### config.mk
export PLATFORM = sky130hd
export DESIGN_NAME = pdosq_core
export DESIGN_NICKNAME = d
export VERILOG_FILES = /design/src/pdosq_pkg.sv /design/src/pdosq_frame_if.sv /design/src/pdosq_frame_latch.sv /design/src/pdosq_rin_map.sv /design/src/pdosq_core.sv
export VERILOG_INCLUDE_DIRS = /design/src /design/src/src
export SDC_FILE = /design/constraint.sdc
export NUM_CORES = 1
export LEC_CHECK = 0
export ABC_AREA = 1
export CORE_MARGIN = 8
export CORE_UTILIZATION = 26
export CTS_CLUSTER_DIAMETER = 80
export DETAILED_ROUTE_END_ITERATION = 8
export DONT_BUFFER_PORTS = 1
export PLACE_DENSITY_LB_ADDON = 0.08
export SKIP_CTS_REPAIR_TIMING = 1
export SLEW_MARGIN = 20
export SYNTH_ARGS = -nofsm -noshare
export SYNTH_HDL_FRONTEND = slang
export SYNTH_SLANG_ARGS = --single-unit
### constraint.sdc
create_clock -name i_mclk -period 1.7 [get_ports i_mclk]
set_input_delay 0.17 -clock i_mclk [delete_from_list [all_inputs] [get_ports i_mclk]]
set_output_delay 0.17 -clock i_mclk [all_outputs]
set_load 0.05 [all_outputs]
### src/pdosq_defines.svh
// constants for the receive process-data frame decoder
// assumes the frame arrives as 64 bits, byte 0 in bits 7:0
`ifndef PDOSQ_DEFINES_SVH
`define PDOSQ_DEFINES_SVH

`define PDOSQ_RIN_LSB        0
`define PDOSQ_RIN_W          8
`define PDOSQ_SEL_W          7
`define PDOSQ_START_BIT      8
`define PDOSQ_MOVE_POS_BIT   9
`define PDOSQ_MOVE_NEG_BIT   10
`define PDOSQ_HOME_BIT       11
`define PDOSQ_ABORT_BIT      12
`define PDOSQ_CURRENT_BIT    13
`define PDOSQ_FREE_BIT       14
`define PDOSQ_CMD_LSB        16
`define PDOSQ_CMD_W          14
`define PDOSQ_HANDSHAKE_TRIGGER_BIT       30
`define PDOSQ_ARG_LSB        32
`define PDOSQ_ARG_W          32
`define PDOSQ_RUN_CODE       14'h1c05
`define PDOSQ_SEQ_MAX        32'h0000_0063
`define PDOSQ_FUNC_W         4
`define PDOSQ_FUNC_N         16
`define PDOSQ_FUNC_GENERAL   4'h0
`define PDOSQ_RST_FRAME      64'h0000_0000_0000_0000

`endif

### src/pdosq_pkg.sv
// types shared by the frame decoder modules
// assumes pdosq_defines.svh is on the include path
`include "pdosq_defines.svh"
package pdosq_pkg;
   typedef logic [`PDOSQ_CMD_W-1:0] pdosq_cmd_t;
   typedef logic [`PDOSQ_ARG_W-1:0] pdosq_arg_t;
   typedef logic [`PDOSQ_SEL_W-1:0] pdosq_seq_t;
   typedef enum logic [1:0] {
      PDOSQ_HS_IDLE = 2'b00,
      PDOSQ_HS_BUSY = 2'b01
   } pdosq_hs_state_t;
endpackage : pdosq_pkg

### src/pdosq_frame_if.sv
// latched frame fields passed from the frame latch to the decoder core
// assumes one clock domain shared by both ends
`timescale 1ns/1ps
interface pdosq_frame_if;
   logic                  new_frame;
   logic [7:0]            rin;
   logic                  start;
   logic                  start_prev;
   logic                  move_pos;
   logic                  move_neg;
   logic                  home;
   logic                  abort;
   logic                  current;
   logic                  free;
   logic                  handshake_trigger;
   pdosq_pkg::pdosq_cmd_t cmd;
   pdosq_pkg::pdosq_arg_t arg;
   modport latch (output new_frame, rin, start, start_prev, move_pos, move_neg, home,
                  output abort, current, free, handshake_trigger, cmd, arg);
   modport core  (input new_frame, rin, start, start_prev, move_pos, move_neg, home,
                  input abort, current, free, handshake_trigger, cmd, arg);
endinterface : pdosq_frame_if

### src/pdosq_frame_latch.sv
// captures each received frame and the previous start bit
// assumes i_valid is a one-cycle pulse from logic on the same clock
`timescale 1ns/1ps
`include "pdosq_defines.svh"
module pdosq_frame_latch (
   input  wire logic        i_mclk,
   input  wire logic        i_rst_n,
   input  wire logic        i_valid,
   input  wire logic [63:0] i_frame,
   pdosq_frame_if.latch     fr
);
   logic [63:0] frame_q;
   logic        new_q;
   logic        start_prev_q;

   always_ff @(posedge i_mclk) begin
      if (!i_rst_n) begin
         frame_q      <= `PDOSQ_RST_FRAME;
         new_q        <= 1'b0;
         start_prev_q <= 1'b0;
      end else begin
         new_q <= i_valid;
         if (i_valid) begin
            start_prev_q <= frame_q[`PDOSQ_START_BIT];
            frame_q      <= i_frame;
         end
      end
   end

   assign fr.new_frame  = new_q;
   assign fr.rin        = frame_q[`PDOSQ_RIN_LSB +: `PDOSQ_RIN_W];
   assign fr.start      = frame_q[`PDOSQ_START_BIT];
   assign fr.start_prev = start_prev_q;
   assign fr.move_pos   = frame_q[`PDOSQ_MOVE_POS_BIT];
   assign fr.move_neg   = frame_q[`PDOSQ_MOVE_NEG_BIT];
   assign fr.home       = frame_q[`PDOSQ_HOME_BIT];
   assign fr.abort      = frame_q[`PDOSQ_ABORT_BIT];
   assign fr.current    = frame_q[`PDOSQ_CURRENT_BIT];
   assign fr.free       = frame_q[`PDOSQ_FREE_BIT];
   assign fr.handshake_trigger       = frame_q[`PDOSQ_HANDSHAKE_TRIGGER_BIT];
   assign fr.cmd        = frame_q[`PDOSQ_CMD_LSB +: `PDOSQ_CMD_W];
   assign fr.arg        = frame_q[`PDOSQ_ARG_LSB +: `PDOSQ_ARG_W];
endmodule : pdosq_frame_latch

### src/pdosq_rin_map.sv
// splits remote inputs into general inputs and system functions
// assumes the function assignment is quasi-static configuration
`timescale 1ns/1ps
`include "pdosq_defines.svh"
module pdosq_rin_map (
   input  wire logic        i_mclk,
   input  wire logic        i_rst_n,
   input  wire logic [7:0]  i_rin,
   input  wire logic [31:0] i_func,
   output logic      [7:0]  o_general,
   output logic      [15:0] o_sys_func
);
   logic [15:0] acc [0:8];
   logic [7:0]  assigned;

   assign acc[0] = 16'h0000;

   genvar g;
   generate
      for (g = 0; g < 8; g++) begin : g_in
         logic [3:0]  code;
         logic [15:0] hot;
         assign code        = i_func[g*4 +: 4];
         assign assigned[g] = (code != `PDOSQ_FUNC_GENERAL);
         assign o_general[g] = i_rin[g] & ~assigned[g];
         assign hot         = (assigned[g] && i_rin[g]) ? (16'h0001 << code) : 16'h0000;
         assign acc[g+1]    = acc[g] | hot;

      end
   endgenerate

   assign o_sys_func = acc[8];
endmodule : pdosq_rin_map

### src/pdosq_core.sv
// How it works
// - the start bit starts a sequence only on its 0 to 1 change
// - the start bit takes the sequence number from inputs 0 to 6, 0 to 99
// - start-action setting: start bit zero does nothing, or aborts the running sequence
// - inputs assigned to system functions read zero and never select programs
// - trigger rising runs the program named in a run-sequence message's data
// - each remote input maps to one system function or acts as general
// - positive continuous-move bit at 1 starts positive continuous motion
// - negative continuous-move bit at 1 starts negative continuous motion
// - go-home bit at 1 starts homing of the configured homing type
// - abort bit at 1 stops all motion and aborts the running sequence
// - motor-current bit turns motor current off at 0, on at 1
// - shaft-free bit cuts current and releases the brake
// - command field selects parameter, monitor or maintenance action with data argument
//
// top of the receive frame decoder: latch, input map and the decision logic
// assumes frames come from bus logic on i_mclk, one-cycle i_rpdo_valid per frame
`timescale 1ns/1ps
`include "pdosq_defines.svh"
module pdosq_core (
   input  wire logic        i_mclk,
   input  wire logic        i_rst_n,
   input  wire logic        i_rpdo_valid,
   input  wire logic [63:0] i_rpdo_frame,
   input  wire logic        i_start_action,
   input  wire logic [3:0]  i_homing_type,
   input  wire logic [31:0] i_rin_func,
   input  wire logic        i_seq_done,
   output logic             o_seq_start,
   output logic      [6:0]  o_seq_number,
   output logic             o_seq_by_message,
   output logic             o_seq_reject,
   output logic             o_seq_running,
   output logic             o_seq_abort,
   output logic             o_move_pos,
   output logic             o_move_neg,
   output logic             o_home_request,
   output logic      [3:0]  o_homing_type,
   output logic             o_motion_stop,
   output logic             o_motor_current_on,
   output logic             o_brake_release,
   output logic             o_cmd_strobe,
   output logic      [13:0] o_cmd_code,
   output logic      [31:0] o_cmd_arg,
   output logic             o_handshake_trigger_echo,
   output logic      [7:0]  o_general_inputs,
   output logic      [15:0] o_sys_func
);
   pdosq_frame_if fr ();

   logic [7:0]                 general;
   logic [15:0]                sys_func;
   pdosq_pkg::pdosq_hs_state_t hs_q;
   pdosq_pkg::pdosq_hs_state_t hs_d;

   pdosq_frame_latch u_latch (
      .i_mclk  (i_mclk),
      .i_rst_n (i_rst_n),
      .i_valid (i_rpdo_valid),
      .i_frame (i_rpdo_frame),
      .fr      (fr)
   );

   pdosq_rin_map u_map (
      .i_mclk     (i_mclk),
      .i_rst_n    (i_rst_n),
      .i_rin      (fr.rin),
      .i_func     (i_rin_func),
      .o_general  (general),
      .o_sys_func (sys_func)
   );

   // decoding of the latched frame
   logic                  start_rise;
   logic                  start_low;
   logic                  handshake_trigger_rise;
   logic                  is_run;
   logic                  run_msg;
   logic                  abort_bit;
   logic                  abort_seq;
   logic                  go;
   logic                  num_ok;
   logic                  rin_ok;
   logic                  msg_ok;
   pdosq_pkg::pdosq_seq_t rin_num;
   pdosq_pkg::pdosq_seq_t msg_num;
   pdosq_pkg::pdosq_seq_t num;

   assign start_rise = fr.new_frame & fr.start & ~fr.start_prev;
   assign start_low  = fr.new_frame & ~fr.start;
   // acting on the first frame with trigger high makes a held trigger harmless
   assign handshake_trigger_rise  = fr.new_frame & fr.handshake_trigger & (hs_q == pdosq_pkg::PDOSQ_HS_IDLE);
   assign is_run     = (fr.cmd == `PDOSQ_RUN_CODE);
   assign run_msg    = handshake_trigger_rise & is_run;
   assign abort_bit  = fr.new_frame & fr.abort;
   assign abort_seq  = abort_bit | (start_low & i_start_action);
   assign rin_num    = general[`PDOSQ_SEL_W-1:0];
   assign msg_num    = fr.arg[`PDOSQ_SEL_W-1:0];
   assign rin_ok     = ({25'h0000000, rin_num} <= `PDOSQ_SEQ_MAX);
   assign msg_ok     = (fr.arg <= `PDOSQ_SEQ_MAX);
   // the input edge wins when both start paths fire in one frame
   assign go         = ~abort_bit & (start_rise | run_msg);
   assign num        = start_rise ? rin_num : msg_num;
   assign num_ok     = start_rise ? rin_ok : msg_ok;

   // handshake trigger: one action per 0 to 1 change
   always_comb begin
      hs_d = hs_q;
      case (hs_q)
         pdosq_pkg::PDOSQ_HS_IDLE: begin
            if (fr.new_frame && fr.handshake_trigger) begin
               hs_d = pdosq_pkg::PDOSQ_HS_BUSY;
            end
         end
         pdosq_pkg::PDOSQ_HS_BUSY: begin
            if (fr.new_frame && !fr.handshake_trigger) begin
               hs_d = pdosq_pkg::PDOSQ_HS_IDLE;
            end
         end
         default: begin
            hs_d = pdosq_pkg::PDOSQ_HS_IDLE;
         end
      endcase
   end

   logic seq_start_d;
   logic reject_d;
   logic running_d;
   logic running_q;
   logic cmd_strobe_d;
   logic move_pos_d;
   logic move_neg_d;

   assign seq_start_d  = go & num_ok;
   assign reject_d     = go & ~num_ok;
   // a start in the same cycle as done or abort keeps the sequence running
   assign running_d    = seq_start_d | (running_q & ~abort_seq & ~i_seq_done);
   assign cmd_strobe_d = handshake_trigger_rise & ~is_run;
   // opposite directions together would fight, so neither is granted
   assign move_pos_d   = fr.move_pos & ~fr.move_neg & ~fr.abort;
   assign move_neg_d   = fr.move_neg & ~fr.move_pos & ~fr.abort;

   always_ff @(posedge i_mclk) begin
      if (!i_rst_n) begin
         hs_q             <= pdosq_pkg::PDOSQ_HS_IDLE;
         o_seq_start      <= 1'b0;
         o_seq_number     <= 7'h00;
         o_seq_by_message <= 1'b0;
         o_seq_reject     <= 1'b0;
         running_q        <= 1'b0;
         o_seq_abort      <= 1'b0;
         o_cmd_strobe     <= 1'b0;
      end else begin
         hs_q         <= hs_d;
         o_seq_start  <= seq_start_d;
         o_seq_reject <= reject_d;
         running_q    <= running_d;
         o_seq_abort  <= abort_seq;
         o_cmd_strobe <= cmd_strobe_d;
         if (go) begin
            o_seq_number     <= num;
            o_seq_by_message <= ~start_rise;
         end
      end
   end

   always_ff @(posedge i_mclk) begin
      if (!i_rst_n) begin
         o_cmd_code <= 14'h0000;
         o_cmd_arg  <= 32'h0000_0000;
      end else if (handshake_trigger_rise) begin
         o_cmd_code <= fr.cmd;
         o_cmd_arg  <= fr.arg;
      end
   end

   always_ff @(posedge i_mclk) begin
      if (!i_rst_n) begin
         o_move_pos         <= 1'b0;
         o_move_neg         <= 1'b0;
         o_home_request     <= 1'b0;
         o_homing_type      <= 4'h0;
         o_motion_stop      <= 1'b0;
         o_motor_current_on <= 1'b0;
         o_brake_release    <= 1'b0;
         o_handshake_trigger_echo        <= 1'b0;
      end else if (fr.new_frame) begin
         o_move_pos         <= move_pos_d;
         o_move_neg         <= move_neg_d;
         o_home_request     <= fr.home & ~fr.abort;
         o_homing_type      <= i_homing_type;
         o_motion_stop      <= fr.abort;
         o_motor_current_on <= fr.current & ~fr.free;
         o_brake_release    <= fr.free;
         o_handshake_trigger_echo        <= fr.handshake_trigger;
      end
   end

   always_ff @(posedge i_mclk) begin
      if (!i_rst_n) begin
         o_general_inputs <= 8'h00;
         o_sys_func       <= 16'h0000;
      end else begin
         o_general_inputs <= general;
         o_sys_func       <= sys_func;
      end
   end

   assign o_seq_running = running_q;
endmodule : pdosq_core

## After elaboration in Yosys (flattened, before gate mapping)

Index checks and enable logic that the tools add are counted.

| storage, ports and cells | value |
|---|---|
| register bits | 162 |
| bits in latches | 0 |
| memory bits (writable) | 0 |
| ROM bits | 0 |
| input port bits | 105 |
| output and inout port bits | 94 |
| memories kept | 0 |

| cells by class | value |
|---|---|
| $add $sub $neg | 0 |
| multipliers | 0 |
| div/mod/pow operators | 0 |
| order comparisons | 2 |
| equality and inequality tests | 4 |
| shift operators | 8 |
| mux-type cells | 13 |
| bitwise gates (word level) | 58 |
| reductions and logical operators | 21 |

Operator list:

| cell | count |
|---|---|
| 16-bit 2-to-1 mux | 8 |
| 1-bit by 4-bit left shift with 16-bit output, first input constant | 8 |
| 16-bit OR | 7 |
| 32-bit by 7-bit less-or-equal comparator with 1-bit output, second input constant | 1 |
| 4-bit nonzero test | 8 |
| 1-bit bitwise AND | 28 |
| 1-bit inverter | 20 |
| 14-bit by 13-bit equality test with 1-bit output, second input constant | 1 |
| 1-bit logical AND | 10 |
| 7-bit less-or-equal comparator, second input constant | 1 |
| 7-bit 2-to-1 mux | 1 |
| 2-bit 2-to-1 mux | 2 |
| 2-bit case mux with 2 select lines | 1 |
| 1-bit OR | 3 |
| 2-bit by 1-bit equality test with 1-bit output, second input constant | 1 |
| 2-bit logical NOT | 1 |
| 2-bit by 1-bit inequality test with 1-bit output, second input constant | 1 |
| 2-bit inequality test, second input constant | 1 |
| 2-bit AND reduction | 1 |
| 1-bit logical NOT | 1 |
| 1-bit 2-to-1 mux | 1 |

## Logic depth before layout (Yosys ltp)

| logic depth | value |
|---|---|
| depth in word-level cells | 10 |
| gate-level depth with buffers | 9 |

## Hierarchy

From an unflattened synthesis, not the netlist that was laid out.

| unflattened totals | value |
|---|---|
| cells, all modules | 1208 |
| area, all modules | 7549.7 sq um |

By module, submodules not included:

| module | instances | cells each | area each (sq um) | sequential area each (sq um) |
|---|---|---|---|---|
| pdosq_core | 1 | 457 | 3424.5 | 1901.8 |
| pdosq_frame_latch | 1 | 402 | 2603.7 | 1281.2 |
| pdosq_rin_map | 1 | 349 | 1521.5 | 0.0 |

## Worst setup path after synthesis

No wires, ideal clock.

| path | value |
|---|---|
| kind | reg2reg |
| from | reg u_latch.frame_q[16] |
| to | reg o_seq_number[0] |
| setup time | 112 ps |
| arrival time | 1079 ps |
| slack | 510 ps |
| cell stages (with the launch flop) | 9 |
| path buffers | 0 |
| period minus slack after synthesis | 1190 ps |
| cell sequence | dfxtp_1 inv_2 or2_1 nor2_4 nand3_4 nand2_4 inv_4 nor2_2 nor2_1 |

| on the way | value |
|---|---|
| longest elaborated chain between the ends | 4 |

Ends and longest elaborated chain:

| item | line | source |
|---|---|---|
| start, declared | pdosq_frame_latch.sv:12 | `logic [63:0] frame_q;` |
| start signal, assigned | pdosq_frame_latch.sv:18 | `` frame_q <= `PDOSQ_RST_FRAME; `` |
| start signal, assigned | pdosq_frame_latch.sv:25 | `frame_q <= i_frame;` |
| 14-bit by 13-bit equality test with 1-bit output (no source line) | -- |  |
| 1-bit bitwise AND | pdosq_core.sv:94 | `assign run_msg = handshake_trigger_rise & is_run;` |
| 1-bit OR | pdosq_core.sv:102 | `assign go = ~abort_bit & (start_rise \| run_msg);` |
| 1-bit bitwise AND | pdosq_core.sv:102 |  |
| end signal, assigned | pdosq_core.sv:161 | `o_seq_number <= num;` |
| end, declared | pdosq_core.sv:30 | `output logic [6:0] o_seq_number,` |

No other way between the ends.
A chain may end at the register's enable or synchronous reset.

## Worst setup path after layout

| path | value |
|---|---|
| from | reg u_latch.new_q, in the netlist u_latch.fr.new_frame |
| to | reg o_seq_number[6] |

| on the way | value |
|---|---|
| longest elaborated chain between the ends | 5 |

Ends and longest elaborated chain:

| item | line | source |
|---|---|---|
| start, declared | pdosq_frame_latch.sv:13 | `logic new_q;` |
| start signal, assigned | pdosq_frame_latch.sv:22 | `new_q <= i_valid;` |
| 1-bit bitwise AND (2 in a row) | pdosq_core.sv:92 | `assign handshake_trigger_rise = fr.new_frame & fr.handshake_trigger & (hs_q == pdosq_pkg::PDOSQ_HS_IDLE);` |
| 1-bit bitwise AND | pdosq_core.sv:94 |  |
| 1-bit OR | pdosq_core.sv:102 |  |
| 1-bit bitwise AND | pdosq_core.sv:102 |  |

Several ways; a longest one is shown, not always the timed one.

==> results.md <==
- Post-Route Utilization: 0.3400
- Max-cap violations: 0
- Via count: 6788
- Effective utilization at floorplan: 0.2617
- Peak supply drop: 0.5059 mV
- Highest net fanout along the worst path: 9
- Library cells used by synthesis: 31
- Placed insts: 1341
- Total number of clock tree sinks: 159
- Count of pins on the block boundary: 199
- Buffers from clock root to sink, at most: 2
- Hpwl dp: 18980 um
- Number of nets at the end of the flow: 1215
- Final cell count without fillers: 1464
- Row Count: 60
- FF+latch count, synth: 159
- Yosys warning count: 0
- Clock period minus final worst setup slack: 1479 ps
- Floorplan core area: 26580 um^2
- Clock tree root buffer cell: clkbuf_16
- Peak clock frequency supported by timing: 676.0 MHz
- TritonCTS Buffers: 17
- Vertical die dimension: 179.5 um
- Share of the yosys chip area belonging to registers: 0.4577
- Die boundary width: 179.5 um
- Storage cell area: 3183 um^2
- Vias/cell: 4.637
- Final weighted congestion of routability-driven global placement: 0.8924
- DR WL/cell: 17.97 um
- Final worst path period share: 0.8702
- Worst Tran Pin Value: 579.4 ps
- Source of the worst register-to-register timing path: u_latch.fr.new_frame$_SDFF_PN0_
- Required time at the endpoint of the critical path: 2020 ps
- Final setup violation count: 0
- Total of buffers placed on input and output ports: 0
- Endpoints failing hold: 3
- Share of layout cells above drive strength 1: 0.09973
- Type of destination of the critical path: flop
- Residual antenna-violating net count after detailed routing: 0
- Count of routing violations after the opening detailed-route iteration: 417
- Area of the die: 32240 um^2
- Most common library cell in the layout ignoring fill and taps: nor2_1
- Largest net degree at the start of global routing: 127
- Area of all placed cells without fillers: 9036 um^2
- Worst hold margin: -38.02 ps
- Setup Total Neg Slack: 0 ps
- Critical path type: flop to flop
- Leakage power total: 3.794 nW
- Sum of routed wire length over all layers: 26310 um
- Fill cell instance count of the final layout: 2930
- Antenna diode instance count: 0
- H-Tree Depth: 4
- Area of the multi-input gates: 3274 um^2
- Setup repair after global routing missed its margin: no
- Initial antenna violation count: 0
- Combined area of all synthesized cells: 6954 um^2
- Power density relative to cell area: 1008 nW/um^2
- Net count after synthesis: 1110
- Pins Over Slew Limit: 0
- Latest clock arrival within the worst-skew pair: 430 ps
- Critical Path Source: u_latch.fr.new_frame$_SDFF_PN0_
- Clock slew at reported path FFs: 70 ps
- Instance count of the mapped netlist: 1005
- Wire length of the first global-routing pass: 38950 um
- Type of the most critical hold path: input pin to flop
- CTS tree: done
- Number of iterations in the first detailed-routing pass: 4
- Area after DPL: 7510 um^2
- Data arrival time of the critical path: 1800 ps
- Remaining max-slew budget at the tightest pin: 0.6132
- Vias in the first global route: 6322
- Setup Skew: 14.31 ps
- Top library cells by usage in the layout, fill and taps aside: 246 x nor2_1, 159 x dfxtp_1, 149 x nand2_1
- Violated checks: negative hold slack
- Launch instance of the worst min-delay path: i_rpdo_frame[35]
- Global-route usage over all layers: 0.1556
- Total congestion overflow: 0
- Area Overhead vs Synth: 29.94%
- Status: finished with violations
- CP startpoint kind: flop
- Post-route DRC: 0
- Mean area per synthesized cell: 6.920 um^2
-- state kept, by name, summed over array words and instances (netlist names), 4 cells and up --
name	cells
u_latch.frame_q	62
o_general_inputs	8
o_sys_func	16
o_cmd_code	14
o_seq_number	7
o_homing_type	4
o_cmd_arg	32
-- Yosys cell counts (all sizes together) --
| library cell | n | area [um^2] |
|---|---|---|
| o21ai | 133 | 665.6 |
| buf | 25 | 126.4 |
| conb | 1 | 3.750 |
| nor2 | 259 | 1033 |
| and2 | 3 | 18.77 |
| a21oi | 55 | 275.3 |
| nand3 | 42 | 252.7 |
| a211oi | 1 | 7.510 |
| nand3b | 7 | 52.55 |
| o21bai | 1 | 7.510 |
| nor3 | 46 | 230.2 |
| nor4 | 1 | 6.260 |
| dfxtp | 159 | 3183 |
| clkbuf | 18 | 67.56 |
| nand4 | 17 | 106.4 |
| o22ai | 5 | 31.28 |
| nand2 | 151 | 576.8 |
| or2 | 1 | 6.260 |
| inv | 80 | 302.8 |
-- power breakdown --
group | leakage [nW] | switching [mW] | internal (mW)
combinational | 2.20 | 0.599 | 0.405
sequential | 1.30 | 0.325 | 3.91
clock | 0.291 | 1.89 | 1.98
-- worst max-delay path, stage by stage (launching register included) --
cell,delay (ps)
dfxtp_1,530
nand3_2,160
nor2_2,160
nand3_4,190
nand2_4,140
inv_4,70
nor2_2,90
nor2_1,50
-- area by class of cell --
class | instances | area share
multi-input cells | 723 | 0.3624
flip-flops and latches | 159 | 0.3523
repair buffers | 129 | 0.1396
well taps | 341 | 0.04722
clock buffers | 17 | 0.04708
inverters | 80 | 0.03351
clock inverters | 15 | 0.01800
-- layer usage --
metal,part of all wire,wire [um],global-route usage
met3,0.065,1709,0.06008
met5,0,0,0
met4,0.015,389,0.04368
met2,0.46,12000,0.2469
met1,0.46,12210,0.1935
-- cells by family (layout without fill, tap and decap cells) --
kind of cell,after synthesis,in the layout,synth area share
compound gates,195,195,0.1420
buf+inv,123,241,0.07143
flops,159,159,0.4577
other cells,1,1,0.0005392
simple gates,527,527,0.3284
-- metrics by stage --
step                      power (mW)  hold slack, ps  setup WS, ps
after global routing           9.551           8.538         83.92
after floorplan                4.881           246.7         509.8
after CTS                      9.017          -202.5         187.4
after detailed placement       5.089           259.7         196.7
after global placement         5.090           255.0         226.3
final                          9.109          -38.02         220.7
-- worst paths after layout --
kind / depth (start not counted) / slack (ps) / endpoint
setup / recovery: 7 / 220 / o_seq_number[6]$_SDFFE_PN0P_
hold / removal: 2 / -40 / u_latch.frame_q[35]$_SDFFE_PN0P_
setup reg to reg: 7 / 220 / o_seq_number[6]$_SDFFE_PN0P_
hold reg to reg: 2 / 460 / u_latch.frame_q[16]$_SDFFE_PN0P_
Note: power is estimated with default switching activity, not from simulation.
